File: config.mk
export PLATFORM = sky130hd
export DESIGN_NAME = mode_control_link
export DESIGN_NICKNAME = d
export VERILOG_FILES = /design/src/rtl/mode_link_pkg.sv /design/src/rtl/result_fifo.sv /design/src/rtl/mode_control_link.sv
export SDC_FILE = /design/constraint.sdc
export NUM_CORES = 1
export LEC_CHECK = 0
export BUFFER_PORTS_ARGS = -buffer_cell sky130_fd_sc_hd__buf_2
export CELL_PAD_IN_SITES_DETAIL_PLACEMENT = 1
export CELL_PAD_IN_SITES_GLOBAL_PLACEMENT = 2
export CORE_MARGIN = 2
export CORE_UTILIZATION = 46
export DETAILED_ROUTE_END_ITERATION = 10
export GPL_ROUTABILITY_DRIVEN = 0
export PLACE_DENSITY = 0.9
export SLEW_MARGIN = 15
export SYNTH_ARGS = -nofsm -noshare
export SYNTH_HDL_FRONTEND = slang
export SYNTH_SLANG_ARGS = --single-unit
File: constraint.sdc
create_clock -name REF_CLK_I -period 5.2 [get_ports REF_CLK_I]
set_input_delay 0.26 -clock REF_CLK_I [delete_from_list [all_inputs] [get_ports REF_CLK_I]]
set_output_delay 0.26 -clock REF_CLK_I [all_outputs]
set_load 0.005 [all_outputs]
File: src/rtl/mode_link_pkg.sv
// Constants, types and the mode-word decoder shared by the mode-control link block
package mode_link_pkg;

   // ======================================================================
   // Word geometry
   localparam int MODE_W     = 24;        // Mode word width
   localparam int CTRL_W     = 32;        // Full control word width
   localparam int MODE_LSB   = 8;         // Mode word sits in the upper bits
   localparam int CHAN_N     = 4;         // Interpolator channels
   localparam int RESULT_W   = 24;        // Width of one returned value
   localparam int FIFO_DEPTH = 16;        // Returned-value buffer depth

   // ======================================================================
   // Mode word field positions (channel 0 at the highest bit of a group)
   localparam int START_BIT  = 23;
   localparam int SEL0_HI    = 22;
   localparam int SEL1_HI    = 18;
   localparam int SEL2_HI    = 14;
   localparam int HOLD_HI    = 10;
   localparam int CLEAR_HI   = 6;
   localparam int INVERT_BIT = 0;

   // ======================================================================
   // Low control bits and delay settings
   localparam int HDR_LSB     = 0;        // Header bit count field
   localparam int HDR_W       = 4;
   localparam int UTOS_BIT    = 4;        // Unsigned-to-signed conversion
   localparam int DELAY_W     = 8;        // Launch delay setting width
   localparam int DELAY_UNIT  = 16;       // Serial clock cycles per delay step
   localparam int DELAY_CNT_W = 12;       // Holds 255 * 16
   localparam int FRAME_CYCLES = 25;      // Serial clock cycles per transfer
   localparam int BIT_CNT_W   = 5;
   localparam logic [CTRL_W-1:0] CTRL_RESET = 32'h0000_0000;

   // ======================================================================
   // Register map (byte addresses) and status fields
   localparam int ADDR_W = 5;
   localparam logic [ADDR_W-1:0] OFF_CTRL   = 5'h00;
   localparam logic [ADDR_W-1:0] OFF_MODE   = 5'h04;
   localparam logic [ADDR_W-1:0] OFF_DELAY  = 5'h08;
   localparam logic [ADDR_W-1:0] OFF_STATUS = 5'h0c;
   localparam logic [ADDR_W-1:0] OFF_RESULT = 5'h10;
   localparam int STAT_BUSY      = 0;
   localparam int STAT_VALID     = 1;
   localparam int STAT_OVERRUN   = 2;
   localparam int STAT_LEVEL_LSB = 8;

   // ======================================================================
   // Types
   typedef struct packed {
      logic [2:0] sel;                    // Additional-data selector
      logic       hold;                   // Freeze present corrections
      logic       clear;                  // Use uncorrected signals
   } chan_cfg_t;

   typedef struct packed {
      logic                    start;
      logic                    invert;
      chan_cfg_t [CHAN_N-1:0]  chan;
   } mode_cfg_t;

   typedef enum logic [3:0] {
      ST_IDLE  = 4'h1,
      ST_DELAY = 4'h2,
      ST_SHIFT = 4'h4,
      ST_PUSH  = 4'h8
   } link_state_t;

   // ======================================================================
   // Splits a mode word into per-channel settings; bits 2 and 1 are unused
   function automatic mode_cfg_t decode_mode(input logic [MODE_W-1:0] w);
      mode_cfg_t m;
      m.start  = w[START_BIT];
      m.invert = w[INVERT_BIT];
      for (int j = 0; j < CHAN_N; j++) begin
         m.chan[j].sel   = {w[SEL2_HI-j], w[SEL1_HI-j], w[SEL0_HI-j]};
         m.chan[j].hold  = w[HOLD_HI-j];
         m.chan[j].clear = w[CLEAR_HI-j];
      end
      return m;
   endfunction

endpackage

File: src/rtl/result_fifo.sv
// Synchronous FIFO buffering returned serial values for software
`timescale 1ns/10ps
module result_fifo #(
   parameter int WIDTH = 24,
   parameter int DEPTH = 16
) (
   input  wire logic                     clk_i,
   input  wire logic                     rstn_i,
   input  wire logic                     in_valid_i,
   output logic                          in_ready_o,
   input  wire logic [WIDTH-1:0]         in_data_i,
   output logic                          out_valid_o,
   input  wire logic                     out_ready_i,
   output logic [WIDTH-1:0]              out_data_o,
   output logic [$clog2(DEPTH):0]        level_o
);

   localparam int PW = $clog2(DEPTH);

   // ======================================================================
   // Parameter check
   initial begin
      if (DEPTH < 2 || (1 << PW) != DEPTH || WIDTH < 1) begin
         $error("result_fifo: DEPTH must be a power of two of at least 2");
      end
   end

   // ======================================================================
   // Storage and pointers; the extra pointer bit tells full from empty
   logic [WIDTH-1:0] mem [DEPTH];
   logic [PW:0]      wr_ptr;
   logic [PW:0]      rd_ptr;
   logic             push;
   logic             pop;

   assign level_o     = wr_ptr - rd_ptr;
   assign in_ready_o  = (level_o != (PW+1)'(DEPTH));
   assign out_valid_o = (wr_ptr != rd_ptr);
   assign out_data_o  = mem[rd_ptr[PW-1:0]];
   assign push        = in_valid_i & in_ready_o;
   assign pop         = out_valid_o & out_ready_i;

   // Write side
   always_ff @(posedge clk_i or negedge rstn_i) begin
      if (!rstn_i) begin
         wr_ptr <= '0;
      end else if (push) begin
         wr_ptr <= wr_ptr + 1'b1;
      end
   end

   // Memory has no reset; only written entries are ever read
   always_ff @(posedge clk_i) begin
      if (push) begin
         mem[wr_ptr[PW-1:0]] <= in_data_i;
      end
   end

   // Read side
   always_ff @(posedge clk_i or negedge rstn_i) begin
      if (!rstn_i) begin
         rd_ptr <= '0;
      end else if (pop) begin
         rd_ptr <= rd_ptr + 1'b1;
      end
   end

endmodule

File: src/rtl/mode_control_link.sv
// Mode-control serial link: sends the mode word each phase cycle, collects the returned value
//
// What this block does
// - Each phase cycle shift the 24-bit mode word out MSB first, one bit per clock.
// - Bit 23 must be 1; conversions start only when it arrives as 1.
// - Start bit goes first and launches the return transfer from the far end.
// - Only bit 23 set means standard operation with all corrections active.
// - Per-channel 3-bit selector taken from bit groups 22-19, 18-15, 14-11.
// - Bits 6 to 3 clear corrections for channels 0 to 3.
// - Bits 10 to 7 hold present corrections for channels 0 to 3.
// - Bit 0 selects inversion of the serial clock for all channels.
// - Selector 0 returns raw sine and cosine readings each phase cycle.
// - Selector 1 returns unfiltered corrected sine and cosine each phase cycle.
// - Selector 2 bias, 3 mismatch and phase, 4 to 7 velocity scalings.
// - Mode word is the upper 24 bits of the 32-bit control word.
// - Returned data has no header bits; header count must be zero.
// - One complete serial transfer takes 25 serial clock cycles.
// - Launch delay counts in steps of 16 serial clocks after phase edge.
//
// The implementer's own choices: the address-and-strobe port and the register offsets.
`timescale 1ns/10ps
module mode_control_link
   import mode_link_pkg::*;
#(
   parameter int BUF_DEPTH = FIFO_DEPTH
) (
   input  wire logic                REF_CLK_I,
   input  wire logic                RESETN_I,
   input  wire logic [ADDR_W-1:0]   REG_ADDR_I,
   input  wire logic [CTRL_W-1:0]   REG_WDATA_I,
   input  wire logic                REG_WR_I,
   input  wire logic                REG_RD_I,
   output logic      [CTRL_W-1:0]   REG_RDATA_O,
   input  wire logic                PHASE_CLK_I,
   input  wire logic                SER_CLK_I,
   input  wire logic                SER_DATA_I,
   output logic                     SER_DATA_O,
   output logic                     CONVERT_START_O,
   output mode_cfg_t                MODE_O
);

   localparam int LVL_W = $clog2(BUF_DEPTH) + 1;
   localparam logic [BIT_CNT_W-1:0] BIT_LAST = BIT_CNT_W'(FRAME_CYCLES - 1);

   // ======================================================================
   // Parameter check
   initial begin
      if (BUF_DEPTH < 2 || STAT_LEVEL_LSB + LVL_W > CTRL_W) begin
         $error("mode_control_link: BUF_DEPTH out of range");
      end
   end

   // ======================================================================
   // Input synchronisers; only the second stage feeds any logic
   logic [1:0] phase_sync;
   logic [1:0] sclk_sync;
   logic [1:0] din_sync;
   logic       phase_last;
   logic       sclk_last;

   always_ff @(posedge REF_CLK_I or negedge RESETN_I) begin
      if (!RESETN_I) begin
         phase_sync <= 2'h0;
         sclk_sync  <= 2'h0;
         din_sync   <= 2'h0;
         phase_last <= 1'b0;
         sclk_last  <= 1'b0;
      end else begin
         phase_sync <= {phase_sync[0], PHASE_CLK_I};
         sclk_sync  <= {sclk_sync[0], SER_CLK_I};
         din_sync   <= {din_sync[0], SER_DATA_I};
         phase_last <= phase_sync[1];
         sclk_last  <= sclk_sync[1];
      end
   end

   // ======================================================================
   // Registers
   logic [CTRL_W-1:0]  ctrl_word;
   logic [DELAY_W-1:0] launch_delay;
   logic               overrun;

   // Edge choice follows the live invert bit, so a change takes hold at once
   logic phase_rise;
   logic sclk_rise;
   logic sclk_fall;
   logic launch_edge;
   logic sample_edge;

   assign phase_rise  = phase_sync[1] & ~phase_last;
   assign sclk_rise   = sclk_sync[1] & ~sclk_last;
   assign sclk_fall   = ~sclk_sync[1] & sclk_last;
   assign launch_edge = ctrl_word[MODE_LSB + INVERT_BIT] ? sclk_rise : sclk_fall;
   assign sample_edge = ctrl_word[MODE_LSB + INVERT_BIT] ? sclk_fall : sclk_rise;

   logic wr_ctrl;
   logic wr_mode;
   logic wr_delay;
   logic wr_status;
   logic rd_result;

   assign wr_ctrl   = REG_WR_I && (REG_ADDR_I == OFF_CTRL);
   assign wr_mode   = REG_WR_I && (REG_ADDR_I == OFF_MODE);
   assign wr_delay  = REG_WR_I && (REG_ADDR_I == OFF_DELAY);
   assign wr_status = REG_WR_I && (REG_ADDR_I == OFF_STATUS);
   assign rd_result = REG_RD_I && (REG_ADDR_I == OFF_RESULT);

   // Control word; the mode register is a window on its upper 24 bits
   always_ff @(posedge REF_CLK_I or negedge RESETN_I) begin
      if (!RESETN_I) begin
         ctrl_word <= CTRL_RESET;
      end else if (wr_ctrl) begin
         ctrl_word <= REG_WDATA_I;
      end else if (wr_mode) begin
         ctrl_word[CTRL_W-1:MODE_LSB] <= REG_WDATA_I[MODE_W-1:0];
      end
   end

   // Launch delay setting
   always_ff @(posedge REF_CLK_I or negedge RESETN_I) begin
      if (!RESETN_I) begin
         launch_delay <= '0;
      end else if (wr_delay) begin
         launch_delay <= REG_WDATA_I[DELAY_W-1:0];
      end
   end

   // ======================================================================
   // Frame sequencer
   link_state_t            state;
   logic [MODE_W-1:0]      mode_shadow;
   logic [MODE_W-1:0]      tx_sr;
   logic [RESULT_W-1:0]    rx_sr;
   logic [HDR_W-1:0]       hdr_shadow;
   logic                   utos_shadow;
   logic [BIT_CNT_W-1:0]   bit_cnt;
   logic [DELAY_CNT_W-1:0] delay_cnt;
   logic [DELAY_CNT_W-1:0] delay_target;
   logic                   fifo_in_valid;
   logic                   fifo_in_ready;
   logic [RESULT_W-1:0]    fifo_in_data;
   logic [RESULT_W-1:0]    shifted;

   assign delay_target = DELAY_CNT_W'(launch_delay * DELAY_UNIT);

   // State transitions; a word the buffer refuses holds the frame in PUSH
   always_ff @(posedge REF_CLK_I or negedge RESETN_I) begin
      if (!RESETN_I) begin
         state <= ST_IDLE;
      end else begin
         unique case (state)
            ST_IDLE: begin
               if (phase_rise) begin
                  state <= (delay_target == '0) ? ST_SHIFT : ST_DELAY;
               end
            end
            ST_DELAY: begin
               if (launch_edge && (delay_cnt + 1'b1 == delay_target)) begin
                  state <= ST_SHIFT;
               end
            end
            ST_SHIFT: begin
               if (sample_edge && bit_cnt == BIT_LAST) begin
                  state <= ST_PUSH;
               end
            end
            ST_PUSH: begin
               if (!mode_shadow[START_BIT] || fifo_in_ready) begin
                  state <= ST_IDLE;
               end
            end
         endcase
      end
   end

   // Settings captured at the phase edge so software may write mid-frame
   always_ff @(posedge REF_CLK_I or negedge RESETN_I) begin
      if (!RESETN_I) begin
         mode_shadow <= '0;
         hdr_shadow  <= '0;
         utos_shadow <= 1'b0;
      end else if (state == ST_IDLE && phase_rise) begin
         mode_shadow <= ctrl_word[CTRL_W-1:MODE_LSB];
         hdr_shadow  <= ctrl_word[HDR_LSB +: HDR_W];
         utos_shadow <= ctrl_word[UTOS_BIT];
      end
   end

   // Delay counter in launch edges of the serial clock
   always_ff @(posedge REF_CLK_I or negedge RESETN_I) begin
      if (!RESETN_I) begin
         delay_cnt <= '0;
      end else if (state != ST_DELAY) begin
         delay_cnt <= '0;
      end else if (launch_edge) begin
         delay_cnt <= delay_cnt + 1'b1;
      end
   end

   // Transmit shift register, start bit first; zeros shift in behind
   always_ff @(posedge REF_CLK_I or negedge RESETN_I) begin
      if (!RESETN_I) begin
         tx_sr   <= '0;
         bit_cnt <= '0;
      end else if (state != ST_SHIFT) begin
         tx_sr   <= (state == ST_IDLE && phase_rise && delay_target == '0) ?
                    ctrl_word[CTRL_W-1:MODE_LSB] : mode_shadow;
         bit_cnt <= '0;
      end else if (launch_edge && bit_cnt != BIT_LAST) begin
         tx_sr   <= {tx_sr[MODE_W-2:0], 1'b0};
         bit_cnt <= bit_cnt + 1'b1;
      end
   end

   assign SER_DATA_O = (state == ST_SHIFT) ? tx_sr[MODE_W-1] : 1'b0;

   // Receive: bits in the 24 cycles after the start bit
   always_ff @(posedge REF_CLK_I or negedge RESETN_I) begin
      if (!RESETN_I) begin
         rx_sr <= '0;
      end else if (state == ST_SHIFT && sample_edge && bit_cnt != '0) begin
         rx_sr <= {rx_sr[RESULT_W-2:0], din_sync[1]};
      end
   end

   // Leading header bits are dropped; zero is the only correct setting here
   assign shifted       = RESULT_W'(rx_sr << hdr_shadow);
   assign fifo_in_data  = {shifted[RESULT_W-1] ^ utos_shadow, shifted[RESULT_W-2:0]};
   assign fifo_in_valid = (state == ST_PUSH) && mode_shadow[START_BIT];

   // Conversion start pulse when a frame with the start bit launches
   logic next_shift_entry;
   logic next_start;
   assign next_shift_entry = (state == ST_IDLE && phase_rise && delay_target == '0) ||
                             (state == ST_DELAY && launch_edge && delay_cnt + 1'b1 == delay_target);
   assign next_start       = (state == ST_IDLE) ? ctrl_word[CTRL_W-1] : mode_shadow[START_BIT];

   always_ff @(posedge REF_CLK_I or negedge RESETN_I) begin
      if (!RESETN_I) begin
         CONVERT_START_O <= 1'b0;
      end else begin
         CONVERT_START_O <= (state != ST_SHIFT) && (next_shift_entry) && next_start;
      end
   end

   // Decoded settings change only as the frame leaves PUSH, once its returned value is taken if it has a start bit
   always_ff @(posedge REF_CLK_I or negedge RESETN_I) begin
      if (!RESETN_I) begin
         MODE_O <= '0;
      end else if (state == ST_PUSH && (!mode_shadow[START_BIT] || fifo_in_ready)) begin
         MODE_O <= decode_mode(mode_shadow);
      end
   end

   // Phase edge missed while a frame is still busy; the set wins over a clear
   always_ff @(posedge REF_CLK_I or negedge RESETN_I) begin
      if (!RESETN_I) begin
         overrun <= 1'b0;
      end else if (phase_rise && state != ST_IDLE) begin
         overrun <= 1'b1;
      end else if (wr_status && REG_WDATA_I[STAT_OVERRUN]) begin
         overrun <= 1'b0;
      end
   end

   // ======================================================================
   // Returned-value buffer, drained by reads of the result register
   logic                fifo_out_valid;
   logic [RESULT_W-1:0] fifo_out_data;
   logic [LVL_W-1:0]    fifo_level;

   result_fifo #(
      .WIDTH (RESULT_W),
      .DEPTH (BUF_DEPTH)
   ) u_fifo (
      .clk_i       (REF_CLK_I),
      .rstn_i      (RESETN_I),
      .in_valid_i  (fifo_in_valid),
      .in_ready_o  (fifo_in_ready),
      .in_data_i   (fifo_in_data),
      .out_valid_o (fifo_out_valid),
      .out_ready_i (rd_result),
      .out_data_o  (fifo_out_data),
      .level_o     (fifo_level)
   );

   // ======================================================================
   // Read port: data stand one cycle after the strobe, zero when unmapped
   logic [CTRL_W-1:0] status_word;

   always_comb begin
      status_word                                 = '0;
      status_word[STAT_BUSY]                      = (state != ST_IDLE);
      status_word[STAT_VALID]                     = fifo_out_valid;
      status_word[STAT_OVERRUN]                   = overrun;
      status_word[STAT_LEVEL_LSB +: LVL_W]        = fifo_level;
   end

   always_ff @(posedge REF_CLK_I or negedge RESETN_I) begin
      if (!RESETN_I) begin
         REG_RDATA_O <= '0;
      end else if (REG_RD_I) begin
         unique case (REG_ADDR_I)
            OFF_CTRL:   REG_RDATA_O <= ctrl_word;
            OFF_MODE:   REG_RDATA_O <= CTRL_W'(ctrl_word[CTRL_W-1:MODE_LSB]);
            OFF_DELAY:  REG_RDATA_O <= CTRL_W'(launch_delay);
            OFF_STATUS: REG_RDATA_O <= status_word;
            OFF_RESULT: REG_RDATA_O <= fifo_out_valid ? CTRL_W'(fifo_out_data) : '0;
            default:    REG_RDATA_O <= '0;
         endcase
      end else begin
         REG_RDATA_O <= '0;
      end
   end
endmodule

# ---- Word level (Yosys, flattened, before mapping)
# Memories as Yosys holds them, arrays and structs flattened.
# Index checks and enable logic that the tools add are counted.
dict set report op_classes {
  shifts 1
  n_reduce_logical 31
  bitwise 9
  n_eq_ne 20
  n_addsub 5
  mux 26
}
# operator n
set ops {}
lappend ops {{$pmux W32 S5} 1}
lappend ops {{$mux W24} 6}
lappend ops {{$mux W32} 1}
lappend ops {{$mux W12} 2}
lappend ops {{$shl A24 B4 Y24} 1}
lappend ops {{$logic_and A1 B1 Y1} 20}
lappend ops {{$mux W4} 4}
lappend ops {{$pmux W4 S4} 1}
lappend ops {{$add A5 B1 Y5 const B} 3}
lappend ops {{$add A12 B1 Y12 const B} 1}
lappend ops {{$eq A12 B12 Y1} 1}
lappend ops {{$logic_not A12 Y1} 1}
lappend ops {{$eq A5 B4 Y1 const B} 2}
lappend ops {{$eq A5 B5 Y1 const B} 2}
lappend ops {{$mux W5} 2}
lappend ops {{$ne A5 B5 Y1 const B} 2}
lappend ops {{$mux W1} 8}
lappend ops {{$reduce_bool A2 Y1} 4}
lappend ops {{$ne A2 B2 Y1 const B} 3}
lappend ops {{$and A1 B1 Y1} 5}
lappend ops {{$eq A5 B3 Y1 const B} 1}
lappend ops {{$logic_not A5 Y1} 1}
lappend ops {{$ne A5 B5 Y1} 1}
lappend ops {{$reduce_bool A5 Y1} 1}
lappend ops {{other kinds (15)} 18}
dict set report word_totals {
  mem_count 1
  ramBits 384
  regBits 212
  input_bits 44
}
# name words word_bits rd rd_ports_with_merged_regs wr line_no
set memory_table {}
lappend memory_table {u_fifo.mem 16 24 1 0 1 result_fifo.sv:30} ;# logic [WIDTH-1:0] mem [DEPTH];

# ---- Depth between registers and ports, before layout
# Gate-level depths: netlist (run 1).
dict set report logic_depth {
  ltp_word 8
  depth_mapped 12
}

# ---- Cells and area by module
# From an unflattened synthesis (run 1), not the netlist that was laid out.
dict set report hier_totals {
  hier_cells 1475
  area_unflattened_um2 25084.1
}
# mod area_each_um2 n_inst cells_per_inst
set modules_own_cells {}
lappend modules_own_cells {result_fifo 15190.8 1 618}
lappend modules_own_cells {mode_control_link 9893.2 1 857}

# ---- Worst setup path after synthesis (run 1)
# No wires, ideal clock.
dict set report synth_timing {
  path_kind {register to register}
  start {register u_fifo.rd_ptr[1]}
  end {memory u_fifo.mem[15][0], enable pin}
  path_slack_ps 724
  required_time_ps 4761
  setup_ps 439
  stages_incl_launch_ff 11
  arrival_ps 4037
  cell_sequence {dfrtp_1 -> clkbuf_1 -> clkbuf_1 -> buf_2 -> inv_1 -> ha_1 -> nor2b_1 -> o21ai_0 -> a211o_1 -> a211oi_4 -> nor3_1}
}
dict set report synth_between {
  elab_chain_len 5
}
# element line_no
set synth_lines {}
lappend synth_lines {{from (decl)} result_fifo.sv:32} ;# logic [PW:0] rd_ptr;
lappend synth_lines {{from (signal assigned)} result_fifo.sv:64} ;# rd_ptr <= rd_ptr + 1'b1;
lappend synth_lines {{$sub A5 B5 Y5} result_fifo.sv:36} ;# assign level_o = wr_ptr - rd_ptr;
lappend synth_lines {{$ne A5 B5 Y1} result_fifo.sv:37} ;# assign in_ready_o = (level_o != (PW+1)'(DEPTH));
lappend synth_lines {{$and A1 B1 Y1} result_fifo.sv:40} ;# assign push = in_valid_i & in_ready_o;
lappend synth_lines {{$mux W1} result_fifo.sv:54} ;# if (push) begin
lappend synth_lines {{$mux W1 (not written as such)} result_fifo.sv:55} ;# mem[wr_ptr[PW-1:0]] <= in_data_i;
lappend synth_lines {{to (decl)} result_fifo.sv:30}
# Every way passes these cells.

# ---- Worst setup path in the final report (run 1)
dict set report layout_timing {
  start {register u_fifo.rd_ptr[0]}
  end {memory u_fifo.mem[9][7], enable pin}
}
# The elaborated chain is that of the path after synthesis.

==> impl_metrics.tcl, run 1 <==
set metrics [dict create \
    dr.pass1.iters 5 \
    switching_share_pct 24.4 \
    required_ns 5.46 \
    grt_start_max_net_pins 118 \
    arrival_ns 4.43 \
    rows 85 \
    clockRootBuffer "clkbuf_16" \
    initial_core_util_pct 46.8 \
    htree_levels 2 \
    clock_latency_ns 0.67 \
    p_seq_share_pct 51.0 \
    cts_tree "done" \
    peakVddDrop_v 0.000293 \
    p_int_mw 8.06 \
    vias 15500 \
    final_cells 2486 \
    fin_skew_ns 0.0826 \
    criticalPathCategory "reg2reg" \
    yosysTopAreaCell "edfxtp_1" \
    placed_area_sq_mm 0.0267 \
    syn_nets 1649 \
    port_buffers 99 \
    synth_edf_count 384 \
    grt_remaining_overflow 0 \
    syn2layout_area_growth_pct 15.3 \
    max_freq_mhz 240 \
    finalCritPeriodShare_pct 80.2 \
    drcViolationCount 0 \
    drv_slew 0 \
    grt_pass1_wl_microns 108000 \
    p_leak_nw 11.6 \
    slew_headroom_pct 16.3 \
    grt_setup_unrepaired "no" \
    die_height_microns 239 \
    fin_area_sq_mm 0.0292 \
    p_total_mw 10.7 \
    clockPowerShare_pct 42.5 \
    start_kind "register" \
    postRouteAntennaNets 0 \
    fin_nets 1795 \
    drt-initial-drc-count 1713 \
    netlist_area_sq_mm 0.0253 \
    yosysMostFrequentCell "edfxtp_1" \
    yosys.area.top_type_share_pct 45.6 \
    p_per_area_mw_per_mm2 365 \
    fill_cells 5057 \
    status "finished, final reports clean" \
    layout_min_cycle_time_ns 4.17 \
    dieArea_sq_mm 0.0569 \
    placed_cells 2329 \
    cts_inserted_buffers 60 \
    wire_per_inst_microns 29.1 \
    worstPathMaxFanout 31 \
    synth.top_cells.by_area "edfxtp_1 46%, dfrtp_1 21%, mux4_2 12%" \
    worst_pin_slew_ns 1.25 \
    viasPerCell 6.23 \
    syn_avg_cell_area_sq_um 15.9 \
    hp-class "in2reg" \
    finalSetupTns_ns 0 \
    path_clk_slew_ns 0.07 \
    setup_viol 0 \
    die_w_microns 239 \
    grt_antenna_before_repair 5 \
    track_usage_pct 26.0 \
    drive_gt1_share_pct 27.9 \
    maxCapViolCount 0 \
    wl_microns 72300 \
    synthCells 1591 \
    ys_seq_elements 596 \
    core_sq_mm 0.0541 \
    synthTopCellsByCount "384 x edfxtp_1, 211 x dfrtp_1, 135 x mux4_2" \
    dp_hpwl_microns 45400 \
    grt_pass1_vias 16400 \
    synth_warnings 0 \
    cts_setup_buffers 0 \
    p_comb_share_pct 6.5 \
    synth.distinct_cells 63 \
    io_pins 100 \
    ys_seq_area_share_pct 66.5 \
    ys.flop_type "edfxtp_1" \
    hold_violations 0 \
    synthArstFlopShare_pct 35.6 \
    postCtsResizedCells 0 \
    power_switching_mw 2.60 \
    cts.sinks 596 \
    cp-end-kind "register" \
    cts_buffer_depth 3 \
]
-- logic make-up (layout without fill, tap and decap cells) --
kind of cell	count (synthesis)	after routing	synth area share, %
buf+inv	137	335	2.14
mux	278	278	18.1
other cells	0	1	0
fa+ha+maj	14	14	0.722
simple gates	353	353	6.87
xor+xnor	36	36	1.25
flops	596	596	66.5
compound gates	177	177	4.36
-- worst paths after layout --
check                                        startpoint                    endpoint  cells past startpoint  slack [ns]
max reg2reg                u_fifo.rd_ptr[0]$_DFFE_PN0P_  u_fifo.mem[9][7]$_DFFE_PP_                      9        1.03
min reg2reg                     phase_sync[0]$_DFF_PN0_     phase_sync[1]$_DFF_PN0_                      0        0.35
min in group asynchronous                      RESETN_I       tx_sr[18]$_DFFE_PN0P_                      2        0.27
max in group asynchronous                      RESETN_I       rx_sr[14]$_DFFE_PN0P_                      3        3.66
max                        u_fifo.rd_ptr[0]$_DFFE_PN0P_  u_fifo.mem[9][7]$_DFFE_PP_                      9        1.03
min                                     REG_WDATA_I[11]   ctrl_word[19]$_DFFE_PN0P_                      3        0.03
-- timing repair --
| action | in CTS | in global routing |
|---|---|---|
| hold buffers | 42 | 0 |
| hold endpoints to repair | 142 | 0 |
| setup endpoints to repair | 0 | 0 |
-- metal layers --
metal | share of wire, % | GRT usage [%] | wire (microns) | vias up
li1 | - | - | - | 6406
met1 | 39 | 34.7 | 28300 | 8108
met2 | 48 | 42.6 | 34900 | 803
met3 | 8.7 | 5.06 | 6300 | 157
met4 | 3.9 | 9.72 | 2800 | 2
met5 | 0.025 | 0 | 18 | -
-- per-stage QoR --
step | utilization, % | worst slack [ns] | hold WS, ns
after floorplan | - | 0.724 | -0.0356
after global placement | 49.3 | 1.42 | 0.334
after detailed placement | 49.3 | 1.23 | 0.342
after CTS | 53.9 | 1.13 | 0.00261
after global routing | 53.9 | 0.893 | 0.0248
final | 53.9 | 1.03 | 0.0306
-- critical path: stages, from the launching register on --
cell      delay (ns)
dfrtp_4         0.72
ha_1            0.36
fa_1            0.44
nor2b_1         0.14
o21ai_0         0.14
a21oi_1         0.37
a211oi_4        0.15
nor2_1          0.73
and3_1          0.30
buf_4           0.39
-- registers in the layout (all words and copies together) (netlist names), 4 cells and up --
| register | count |
|---|---|
| REG_RDATA_O | 32 |
| state | 4 |
| hdr_shadow | 4 |
| u_fifo.wr_ptr | 5 |
| rx_sr | 24 |
| u_fifo.mem | 384 |
| MODE_O | 22 |
| mode_shadow | 24 |
| delay_cnt | 12 |
| u_fifo.rd_ptr | 5 |
| launch_delay | 8 |
| bit_cnt | 5 |
| ctrl_word | 32 |
| tx_sr | 24 |
-- final cells by class --
| cell class | count | area (sq um) | share of cell area [%] |
|---|---|---|---|
| Multi-Input combinational cell | 858 | 8000 | 27.4 |
| Inverter | 38 | 143 | 0.489 |
| Tap cell | 696 | 871 | 2.98 |
| Clock buffer | 86 | 1700 | 5.82 |
| Sequential cell | 596 | 16800 | 57.7 |
| Antenna cell | 1 | 2.50 | 0.00857 |
| Clock inverter | 28 | 372 | 1.27 |
| Timing Repair Buffer | 183 | 1250 | 4.30 |
-- cells in the final DEF, fill, tap and decap left out, types with 13 or more instances in the layout --
master,netlist,layout
mux2_2,93,93
and3_1,41,40
clkbuf_1,62,16
o21ai_0,17,17
nand2_1,125,125
o22ai_1,28,26
edfxtp_1,384,384
buf_4,0,41
buf_2,21,98
xor2_1,16,16
dfrtp_1,211,209
clkbuf_16,0,60
a21oi_1,61,58
nor2_1,76,73
mux2i_1,48,48
xnor2_1,20,20
ha_1,13,13
mux4_2,135,135
inv_1,37,37
dlygate4sd3_1,0,42
a31oi_1,27,27
nand3_1,17,17
-- power groups by stage --
stage                     combinational [mW]  clock [mW]  sequential (mW)
final                                  0.694        4.53             5.44
after global routing                   0.754        4.75             5.45
after detailed placement               0.642           0             5.52
after floorplan                        0.454           0             5.37
after global placement                 0.609           0             5.51
after CTS                              0.686        4.58             5.43
No activity file was read; power rests on OpenSTA's default activity.
==> run 2: changes to the inputs <==
--- a/config.mk
+++ b/config.mk
@@ -5,14 +5,15 @@
 export SDC_FILE = /design/constraint.sdc
 export NUM_CORES = 1
 export LEC_CHECK = 0
+export ABC_AREA = 1
 export BUFFER_PORTS_ARGS = -buffer_cell sky130_fd_sc_hd__buf_2
 export CELL_PAD_IN_SITES_DETAIL_PLACEMENT = 1
 export CELL_PAD_IN_SITES_GLOBAL_PLACEMENT = 2
 export CORE_MARGIN = 2
-export CORE_UTILIZATION = 46
+export CORE_UTILIZATION = 37
 export DETAILED_ROUTE_END_ITERATION = 10
 export GPL_ROUTABILITY_DRIVEN = 0
-export PLACE_DENSITY = 0.9
+export PLACE_DENSITY = 0.86
 export SLEW_MARGIN = 15
 export SYNTH_ARGS = -nofsm -noshare
 export SYNTH_HDL_FRONTEND = slang
==> constraint.sdc (replaced) <==
create_clock -name REF_CLK_I -period 3.5 [get_ports REF_CLK_I]
set_input_delay 0.175 -clock REF_CLK_I [delete_from_list [all_inputs] [get_ports REF_CLK_I]]
set_output_delay 0.175 -clock REF_CLK_I [all_outputs]
set_load 0.005 [all_outputs]
==> run 2 against run 1 <==
Against the previous run:
- non-clock buffer count rose by 38
- register-to-register slack got worse by 0.96 ns
- die area increased by 24%
- largest power group unchanged
- clock skew down 0.054 ns
- global-route usage fell by 3.9 points
- sequential share of layout area down 1.4 points
- critical path type unchanged
==> impl_metrics.tcl, run 2 <==
set metrics [dict create \
    p_total_mw 23.3 \
    yosysMostFrequentCell "o21ai_0" \
    ys_seq_elements 596 \
    synth_warnings 0 \
    clockRootBuffer "clkbuf_16" \
    hold_start "REG_ADDR_I[2]" \
    largest_reg_flops 384 \
    crit_chain "inv_1 > ha_1 > fa_1 > nand3b_1 > nand2_1 > xor2_1 > nand3_2 > nand2_1 > nor3_2 > buf_4" \
    port_buffers 99 \
    vias 19200 \
    p_leak_nw 11.6 \
    final_cells 3480 \
    drive_gt1_share_pct 12.2 \
    ys.flop_type "edfxtp_1" \
    yosys.area_share.simple_pct 12.4 \
    grt_pass1_wl_microns 120000 \
    p_comb_share_pct 29.3 \
    start_kind "register" \
    ff2ff_setup_slack_ns 0.07 \
    core_sq_mm 0.0675 \
    synth.top_cells.by_area "edfxtp_1 45%, dfrtp_1 21%, o21ai_0 7.9%" \
    grt_pass1_vias 20200 \
    setup_slack_ns 0.0749 \
    synth_edf_count 384 \
    finalSetupTns_ns 0 \
    viasPerCell 5.53 \
    final_common_cell "o21ai_0" \
    arrival_ns 3.70 \
    drv_slew 0 \
    die_height_microns 266 \
    finalCritPeriodShare_pct 97.9 \
    holdWs_ns 0.0630 \
    worstPathMaxFanout 15 \
    fin_nets 2609 \
    yosys.area.top_type_share_pct 45.5 \
    hp-class "in2reg" \
    io_pins 100 \
    grt_remaining_overflow 0 \
    placed_area_sq_mm 0.0271 \
    cts_setup_buffers 0 \
    synth_compound_area_share_pct 14.7 \
    htree_levels 3 \
    syn2layout_area_growth_pct 18.0 \
    r2r_start "u_fifo.wr_ptr[0]$_DFFE_PN0P_" \
    drcViolationCount 0 \
    synth_top_family_by_area "compound AO/OA/AOI/OAI gates" \
    power_switching_mw 8.20 \
    netlist_area_sq_mm 0.0253 \
    path_clk_slew_ns 0.06 \
    yosysTopAreaCell "edfxtp_1" \
    cpMostUsedCell "nand2_1" \
    clock_latency_ns 0.61 \
    hold_violations 0 \
    synthTopCellsByCount "399 x o21ai_0, 384 x edfxtp_1, 346 x nand2_1" \
    fin_area_sq_mm 0.0299 \
    required_ns 3.77 \
    pre_cts_ws_ns -0.0140 \
    cts_tree "done" \
    peakVddDrop_v 0.000607 \
    status "finished, final reports clean" \
    crit_slowest_cell "nor3_2" \
    maxCapViolCount 0 \
    switching_share_pct 35.2 \
    grt_start_max_net_pins 195 \
    final-seq-area_sq_mm 0.0168 \
    track_usage_pct 22.1 \
    initial_core_util_pct 37.5 \
    placed_cells 3310 \
    postRouteAntennaNets 0 \
    utilization_pct 44.3 \
    cp-end-kind "register" \
    wire_per_inst_microns 22.5 \
    synth.distinct_cells 45 \
    criticalPathCategory "reg2reg" \
    synthArstFlopShare_pct 35.6 \
    grt_setup_unrepaired "yes" \
    dp_hpwl_microns 50800 \
    synth.area.mux_share_pct 0.202 \
    synthCells 2398 \
    slowest_delay_ns 0.78 \
    fill_cells 7406 \
    layout_min_cycle_time_ns 3.43 \
    slew_headroom_pct 25.0 \
    syn_avg_cell_area_sq_um 10.6 \
    ff2ff_path_depth 10 \
    fin_skew_ns 0.0291 \
    rows 95 \
    multi_input_area_sq_mm 0.00735 \
    clockPowerShare_pct 31.9 \
    drt-initial-drc-count 1849 \
    worst_pin_slew_ns 1.12 \
    layout_common_cells "398 x o21ai_0, 384 x edfxtp_1, 345 x nand2_1" \
    grt_antenna_before_repair 4 \
    synthXorXnorAreaFrac_pct 0.479 \
    cts_buffer_depth 3 \
    dieArea_sq_mm 0.0706 \
    min_to "ctrl_word[10]$_DFFE_PN0P_" \
    synthAdderAreaFrac_pct 0.721 \
    setup_viol 0 \
    cts.sinks 596 \
    ys_seq_area_share_pct 66.4 \
    whs_path_depth 4 \
    dr.pass1.iters 5 \
    p_int_mw 15.1 \
    p_seq_share_pct 38.8 \
    wl_microns 78400 \
    timing.rr.end "u_fifo.mem[10][15]$_DFFE_PP_" \
    p_per_area_mw_per_mm2 779 \
    cts_inserted_buffers 66 \
    max_freq_mhz 292 \
    syn_nets 2456 \
    die_w_microns 266 \
]
## run 2: cell type report
type | instances | area share, %
Antenna cell | 2 | 0.0167
Multi-Input combinational cell | 1479 | 24.6
Clock inverter | 44 | 1.89
Timing Repair Buffer | 221 | 5.30
Clock buffer | 78 | 5.85
Sequential cell | 596 | 56.3
Tap cell | 873 | 3.65
Inverter | 187 | 2.36
## run 2: critical path: cells and delay by family (launching register included)
family                   cells  cell delay (ns)
AND/OR/NAND/NOR              5             1.41
adder cells (fa/ha/maj)      2             0.65
buffers and inverters        2             0.53
flip-flops                   1             0.40
XOR/XNOR                     1             0.09
## run 2: power by group through the flow
stage / combinational, mW / sequential [mW] / clock [mW]
after floorplan: 4.05 / 9.07 / 0
after global placement: 6.43 / 9.15 / 0
after detailed placement: 6.69 / 9.18 / 0
after CTS: 6.80 / 9.05 / 7.52
after global routing: 7.50 / 9.11 / 7.80
final: 6.82 / 9.05 / 7.43
## run 2: cell families (layout without fill, tap and decap cells)
group / after synthesis / in the layout
simple gates: 790 / 791
compound gates: 656 / 656
flops: 596 / 596
buf+inv: 324 / 530
fa+ha+maj: 14 / 14
xor+xnor: 13 / 13
mux: 5 / 5
other cells: 0 / 2
## run 2: how the worst max path moves through the flow
stage,startpoint,to,depth (start not counted)
after floorplan,u_fifo.rd_ptr[3]$_DFFE_PN0P_,u_fifo.mem[1][0]$_DFFE_PP_,10
after global placement,u_fifo.rd_ptr[0]$_DFFE_PN0P_,u_fifo.mem[11][10]$_DFFE_PP_,9
after detailed placement,u_fifo.wr_ptr[0]$_DFFE_PN0P_,u_fifo.mem[11][8]$_DFFE_PP_,10
after CTS,u_fifo.rd_ptr[0]$_DFFE_PN0P_,u_fifo.mem[3][16]$_DFFE_PP_,9
after global routing,u_fifo.wr_ptr[0]$_DFFE_PN0P_,u_fifo.mem[14][9]$_DFFE_PP_,10
final,u_fifo.wr_ptr[0]$_DFFE_PN0P_,u_fifo.mem[10][15]$_DFFE_PP_,10
## run 2: routing by layer
metal	up-vias	share of wire, %	track usage (%)	wire length [microns]
li1	8709	-	-	-
met1	9820	43	28.8	33500
met2	562	49	37.8	38600
met3	136	5.8	4.01	4530
met4	0	2.3	6.42	1800
met5	-	0	0	0
## run 2: timing repair
action                     CTS  global route
setup endpoints to repair    9            95
gates resized for setup      1             2
hold endpoints to repair   155             0
hold buffers                45             0
pin swaps                    0             1
gates cloned                 0             1
